==> src/include/ebrg_defs.svh <==
/*
 * Constants for the external bus request and grant block.
 * Assumes inclusion by bare name from the include path.
 */
`ifndef EBRG_DEFS_SVH
`define EBRG_DEFS_SVH

// ****************************************
// Reset values
// ****************************************
`define EBRG_GRANT_RST 1'b0
`define EBRG_HANG_RST 1'b0
`define EBRG_STATE_RST 2'h0

`endif

==> src/include/ebrg_pkg.sv <==
/*
 * Types for the external bus request and grant block.
 * Assumes nothing of its surroundings.
 */
package ebrg_pkg;

  typedef enum logic [1:0] {
    EBRG_OWN = 2'b00,
    EBRG_GRANTED = 2'b01
  } ebrg_state_e;

endpackage

==> src/rtl/ebrg_arbiter.sv <==
/*
 * Bus request and grant handshake of the processor's external memory bus.
 * Assumes the sequencer reports access and instruction status on the core
 * clock, and that pin inputs are asynchronous to it.
 */
`include "ebrg_defs.svh"

// Functional notes
// - Free bus: a request is granted next cycle, drivers off, execution halted.
// - Continue mode runs on after the grant until an access is needed.
// - A request during an access is granted the cycle after it completes.
// - The grant may fall between two accesses of one instruction.
// - Dropping the request drops grant, restores drivers and resumes.
// - The handshake works in every state, in boot and while reset is held.
// - Grant-hang shows while an instruction waits on a granted-away bus.
// - On return, grant and grant-hang drop and the pending access runs.
// - Under emulation, reset, request and grant use the alternate pins.
// - Under emulation the normal grant output is left undriven.
module ebrg_arbiter (
  // Clock and reset
  input wire logic CORE_CLK_I,
  input wire logic RST_N_I,
  // Pins
  input wire logic EXT_BUS_REQ_N_I,
  input wire logic EMU_ALT_BUS_REQ_N_I,
  input wire logic EMU_ALT_RESET_N_I,
  input wire logic EMULATOR_ENABLE_I,
  // Sequencer status
  input wire logic ACCESS_BUSY_I,
  input wire logic ACCESS_WANTED_I,
  input wire logic CONTINUE_MODE_I,
  // Outputs
  output logic EXT_BUS_GRANT_N_O,
  output logic EXT_BUS_GRANT_OE_O,
  output logic EMU_ALT_BUS_GRANT_N_O,
  output logic GRANT_HANG_N_O,
  output logic BUS_DRIVE_EN_O,
  output logic CORE_HALT_O,
  output logic CORE_RESET_N_O
);

  // ****************************************
  // Pin synchronisers
  // ****************************************
  logic [3:0] sync1_reg;
  logic [3:0] sync2_reg;
  logic [3:0] sync1_next;
  logic [3:0] sync2_next;

  always_comb
  begin
    sync1_next = {EMULATOR_ENABLE_I, EMU_ALT_RESET_N_I,
                  EMU_ALT_BUS_REQ_N_I, EXT_BUS_REQ_N_I};
    sync2_next = sync1_reg;
  end

  // No reset here so the request path works while reset is held
  always_ff @(posedge CORE_CLK_I)
  begin
    sync1_reg <= sync1_next;
    sync2_reg <= sync2_next;
  end

  logic emu_on;
  logic req_act;
  assign emu_on = sync2_reg[3];
  // Request source follows emulator enable
  assign req_act = emu_on ? !sync2_reg[1] : !sync2_reg[0];

  // ****************************************
  // Grant state machine
  // ****************************************
  ebrg_pkg::ebrg_state_e state_reg;
  ebrg_pkg::ebrg_state_e state_next;
  logic grant;

  always_comb
  begin
    state_next = state_reg;
    case (state_reg)
      ebrg_pkg::EBRG_OWN:
      begin
        // Busy cycle defers grant past the access end
        if (req_act && !ACCESS_BUSY_I)
          state_next = ebrg_pkg::EBRG_GRANTED;
      end
      ebrg_pkg::EBRG_GRANTED:
      begin
        // Bus comes back as soon as the request level drops
        if (!req_act)
          state_next = ebrg_pkg::EBRG_OWN;
      end
      default:
        state_next = ebrg_pkg::EBRG_OWN;
    endcase
    // Outputs follow the next state to save a cycle of latency
    grant = (state_next == ebrg_pkg::EBRG_GRANTED);
  end

  // Reset deliberately leaves the grant logic alone
  always_ff @(posedge CORE_CLK_I)
  begin
    state_reg <= state_next;
  end

  // ****************************************
  // Output registers
  // ****************************************
  logic gnt_n_reg;
  logic gnt_n_next;
  logic gnt_oe_reg;
  logic gnt_oe_next;
  logic egnt_n_reg;
  logic egnt_n_next;
  logic hang_n_reg;
  logic hang_n_next;
  logic drv_reg;
  logic drv_next;
  logic halt_reg;
  logic halt_next;
  logic rst_n_reg;
  logic rst_n_next;

  always_comb
  begin
    gnt_n_next = !grant;
    // Pin floats under emulation; the pad honours the enable
    gnt_oe_next = !emu_on;
    egnt_n_next = emu_on ? !grant : 1'h1;
    drv_next = !grant;
    // Stalled only when the next instruction needs the bus
    hang_n_next = !(grant && ACCESS_WANTED_I);
    // Continue mode keeps running until the bus is needed
    halt_next = grant && (ACCESS_WANTED_I || !CONTINUE_MODE_I);
    // Reset source follows emulator enable
    rst_n_next = emu_on ? sync2_reg[2] : RST_N_I;
  end

  // No reset: outputs settle within three clocks of power-up
  always_ff @(posedge CORE_CLK_I)
  begin
    gnt_n_reg <= gnt_n_next;
    gnt_oe_reg <= gnt_oe_next;
    egnt_n_reg <= egnt_n_next;
    hang_n_reg <= hang_n_next;
    drv_reg <= drv_next;
    halt_reg <= halt_next;
    rst_n_reg <= rst_n_next;
  end

  assign EXT_BUS_GRANT_N_O = gnt_n_reg;
  assign EXT_BUS_GRANT_OE_O = gnt_oe_reg;
  assign EMU_ALT_BUS_GRANT_N_O = egnt_n_reg;
  assign GRANT_HANG_N_O = hang_n_reg;
  assign BUS_DRIVE_EN_O = drv_reg;
  assign CORE_HALT_O = halt_reg;
  assign CORE_RESET_N_O = rst_n_reg;
endmodule

==> config.mk <==
export PLATFORM = sky130hd
export DESIGN_NAME = ebrg_arbiter
export DESIGN_NICKNAME = d
export VERILOG_FILES = /design/src/include/ebrg_pkg.sv /design/src/rtl/ebrg_arbiter.sv
export VERILOG_INCLUDE_DIRS = /design/src /design/src/include
export SDC_FILE = /design/constraint.sdc
export NUM_CORES = 1
export LEC_CHECK = 0
export BUFFER_PORTS_ARGS = -buffer_cell sky130_fd_sc_hd__buf_4
export CAP_MARGIN = 10
export CELL_PAD_IN_SITES_DETAIL_PLACEMENT = 1
export CELL_PAD_IN_SITES_GLOBAL_PLACEMENT = 1
export CORE_AREA = 4 4 41 43
export DETAILED_ROUTE_END_ITERATION = 7
export DIE_AREA = 0 0 45 47
export PLACE_DENSITY = 0.66
export SLEW_MARGIN = 20
export SYNTH_ARGS = -nofsm -noshare
export SYNTH_HDL_FRONTEND = slang
export SYNTH_SLANG_ARGS = --single-unit
==> constraint.sdc <==
create_clock -name CORE_CLK_I -period 1.5 [get_ports CORE_CLK_I]
set_input_delay 0.375 -clock CORE_CLK_I [delete_from_list [all_inputs] [get_ports CORE_CLK_I]]
set_output_delay 0.375 -clock CORE_CLK_I [all_outputs]
set_load 0.03 [all_outputs]
== Yosys cells after proc, flatten, opt, wreduce, memory -nomap -nowiden ==
Index checks and enable logic that the tools add are counted.

* Bits in registers: 16
* Input port bits: 9
* Word-level logic and storage cells: 28

* Equality and inequality tests: 2
* Multiplexer cells: 5
* Reduce and logical (&&, ||, !) cells: 12

{| class="wikitable"
|+ Operator list
! operator !! count
|-
| $logic_not 1->1 || 7
|-
| $eq 2x1->1 const B || 2
|-
| $mux 2 || 2
|-
| $pmux 2 s2 || 1
|-
| $logic_and 1x1->1 || 3
|-
| $logic_not 2->1 || 1
|-
| $mux 1 || 2
|-
| $logic_or 1x1->1 || 1
|}

== Longest topological paths before layout ==
* Depth after elaboration: 8
* Depth in mapped cells: 2
* Gate-level depth less buffers: 2

== Worst setup path before layout ==
No wires, ideal clock.

* Kind: register to register
* Start point: register sync2_reg[3]
* End point: register hang_n_reg (netlist: GRANT_HANG_N_O)
* Setup time: 0.134 ns
* Arrival: 1.042 ns
* Required time: 1.366 ns
* Slack: 0.324 ns
* Cell stages (with the launch flop): 3
* Path buffers: 0
* Path through: dfxtp_1 mux2_4 or4_1

* Longest elaborated chain between the ends: 7
* Elaborated cells on any way between the ends: 8

{| class="wikitable"
|+ Ends and longest elaborated chain
! item !! line !! text
|-
| start, declared || ebrg_arbiter.sv:46 || <nowiki>logic [3:0] sync2_reg;</nowiki>
|-
| start signal, assigned || ebrg_arbiter.sv:61 || <nowiki>sync2_reg <= sync2_next;</nowiki>
|-
| $mux 1 * || ebrg_arbiter.sv:68 || <nowiki>assign req_act = emu_on ? !sync2_reg[1] : !sync2_reg[0];</nowiki>
|-
| $logic_and 1x1->1 || ebrg_arbiter.sv:84 || <nowiki>if (req_act && !ACCESS_BUSY_I)</nowiki>
|-
| $mux 2 || ebrg_arbiter.sv:84 ||
|-
| $pmux 2 s2 * || ebrg_arbiter.sv:80 || <nowiki>case (state_reg)</nowiki>
|-
| $eq 2x1->1 * || ebrg_arbiter.sv:97 || <nowiki>grant = (state_next == ebrg_pkg::EBRG_GRANTED);</nowiki>
|-
| $logic_and 1x1->1 * || ebrg_arbiter.sv:132 || <nowiki>hang_n_next = !(grant && ACCESS_WANTED_I);</nowiki>
|-
| $logic_not 1->1 * || ebrg_arbiter.sv:132 ||
|-
| via hang_n_next || ebrg_arbiter.sv:116 || <nowiki>logic hang_n_next;</nowiki>
|-
| end signal, assigned || ebrg_arbiter.sv:145 || <nowiki>hang_n_reg <= hang_n_next;</nowiki>
|-
| end, declared || ebrg_arbiter.sv:115 || <nowiki>logic hang_n_reg;</nowiki>
|}

Mark *: on every way through the listed nets, which the timed path passes. The rest lies on a longest branch.
A chain may end at the register's enable or synchronous reset.

== Worst setup path in the final report ==
Ends and elaborated chain as after synthesis.

==> results by group <==
Outcome
  • Status: completed

Layout
  • Antenna cell count: 0
  • Commonest non-fill, non-tap cells in the layout: dfxtp_1, buf_4, clkbuf_4
  • P&R area growth vs syn: 38.8%
  • Layout cell share with drive strength beyond 1: 47.8%
  • Core Util, Final: 44.0%
  • Nets: 56
  • Most common cell after layout, fill and taps aside: dfxtp_1

Timing
  • Hold_ws: 0.191 ns
  • Final Skew: 0.00222 ns
  • RSZ-0062 raised after global routing: no
  • Max-slew violations: 0
  • Setup TNS: 0 ns
  • Hold Violations, Final: 0
  • Final setup violation count: 0
  • Minimum clock period: 1.24 ns
  • Final cycle utilization of the critical path: 82.9%
  • Fmax: 0.804 GHz

Pwr
  • Power Density: 1390 nW/um^2
  • Maximum vdd drop: 0.000550 V
  • Static Leak: 0.259 nW

Detailed routing
  • Number of routed nets with antenna violations: 0
  • DR vias: 252
  • Iter 0 DRT Violations: 0
  • Drt wl/cell: 10.7 um
  • Vias/cell: 4.13
  • # DRC: 0
  • DR pass1 iterations: 1
  • Routed WL: 655 um

Clocking
  • Root Buffer: clkbuf_4
  • Hold buffers post-CTS: 0
  • Clk sinks: 16
  • Clock-pin slew on the worst setup and hold paths: 0.09 ns
  • Num CTS Buffers: 3
  • H-tree levels: 1
  • CTS tree: done
  • # resized after CTS: 0
  • Clock buffer depth: 2
  • Setup Fix Bufs, Post-CTS: 0
  • Later-pin clock latency in the skew report: 0.28 ns

Floorplan
  • Die Y: 47 um
  • Starting density of the core: 31.7%
  • Core footprint: 1300 um^2
  • Io pins: 16
  • Die W: 45 um
  • FP Rows: 13
  • Die Area: 2120 um^2

Placed design
  • IO buf count: 15
  • GPL Wtd Cong: 0.660

GRT
  • Initial antenna violation count: 0
  • Total GRT Usage: 7.72%
  • GR met1 Demand/Resource: 6.50%
  • Global-route wire length before repair: 1.04 mm
  • Routing usage on met3: 2.30%
  • GRT Max-Usage Layer: met2
  • Grt total ovfl: 0
  • Pin count of the biggest net entering global routing: 10
  • Met2 GRT Util: 13.6%
  • Vias in the first global route: 260

Worst setup path
  • Critical-path top delay cell: or4_1
  • Worst R2R Setup Slack: 0.26 ns
  • CP Launch Type: flip-flop
  • Max stage delay on crit path: 0.40 ns
  • Worst endpoint required time: 1.66 ns
  • Critical Path End Type: flip-flop
  • WS Path Type: flip-flop to flip-flop
  • Chain of cells forming the critical path: mux2_4 > or4_1
  • WP data arrival: 1.40 ns
  • CP top delay family: simple AND/OR/NAND/NOR gates
  • Max FO, Critical Path: 4
  • WP buf/inv: 0

Yosys
  • Yosys reg bits: 16
  • Syn nets: 37
  • Synth Instances: 28
  • Seq/Total Area, Yosys: 77.6%
  • Yosys top cell by area: dfxtp_1
  • Avg Cell Area, Syn: 14.7 um^2
  • Yosys top cell area share: 77.6%
  • Unique masters post-synth: 11
  • Synth top area cells: dfxtp_1, a2111oi_2, mux2_4
  • Synthesized cell area: 413 um^2
  • Yosys warning count: 0

Min path
  • Hold Crit Class: primary input to flip-flop

Job
  • Max_cap viols: 0
==> where the power goes <==
part | switching, W | total, W | internal (W)
Combinational | 0.0000335 | 0.0000678 | 0.0000343
Clock | 0.000127 | 0.000274 | 0.000148
Sequential | 0.00000873 | 0.000456 | 0.000447
==> worst paths after layout <==
kind	to	cells past startpoint	from
worst max-delay path	GRANT_HANG_N_O	2	sync2_reg[3]
worst min-delay path	sync1_reg[1]	1	EMU_ALT_BUS_REQ_N_I
worst max register to register	GRANT_HANG_N_O	2	sync2_reg[3]
worst min register to register	sync2_reg[0]	0	sync1_reg[0]
==> metrics by stage <==
step | std cells | setup slack (ns) | cell area, um^2 | power [W]
3_5_place_dp | 57 | 0.235 | 537 | 0.000535
5_1_grt | 61 | 0.207 | 573 | 0.000838
4_1_cts | 61 | 0.244 | 573 | 0.000815
6_report | 61 | 0.257 | 573 | 0.000798
2_1_floorplan | 28 | 0.324 | 413 | 0.000502
3_3_place_gp | 57 | 0.279 | 537 | 0.000532
==> Yosys cell counts <==
master      n
a2111oi_2   1
buf_4       1
conb_1      1
dfxtp_1    16
inv_1       2
mux2_2      1
mux2_4      1
nor2b_1     1
nor3_1      1
or3_1       1
or4_1       2
==> metal layers <==
layer	share of wire (%)	up-vias	routed length, um
met5	0	-	0
li1	-	125	-
met3	9.0	0	59
met1	31	116	206
met4	0	0	0
met2	59	11	388
==> cells by family after synthesis <==
group / after synthesis / synth area share (%)
AO/OA/AOI/OAI: 1 / 3.64
buffers and inverters: 3 / 3.64
flip-flops: 16 / 77.6
multiplexers: 2 / 6.36
other: 1 / 0.908
AND/OR/NAND/NOR: 5 / 7.88
==> area by class of cell <==
| type | instances | area [um^2] |
|---|---|---|
| clock buffer | 4 | 36.3 |
| fill | 153 | 728 |
| tap | 15 | 18.8 |
| sequential | 16 | 320 |
| multi-input combinational | 9 | 77.6 |
| inverter | 2 | 7.51 |
| timing repair buffer | 15 | 113 |
No activity file was read; power rests on OpenSTA's default activity.
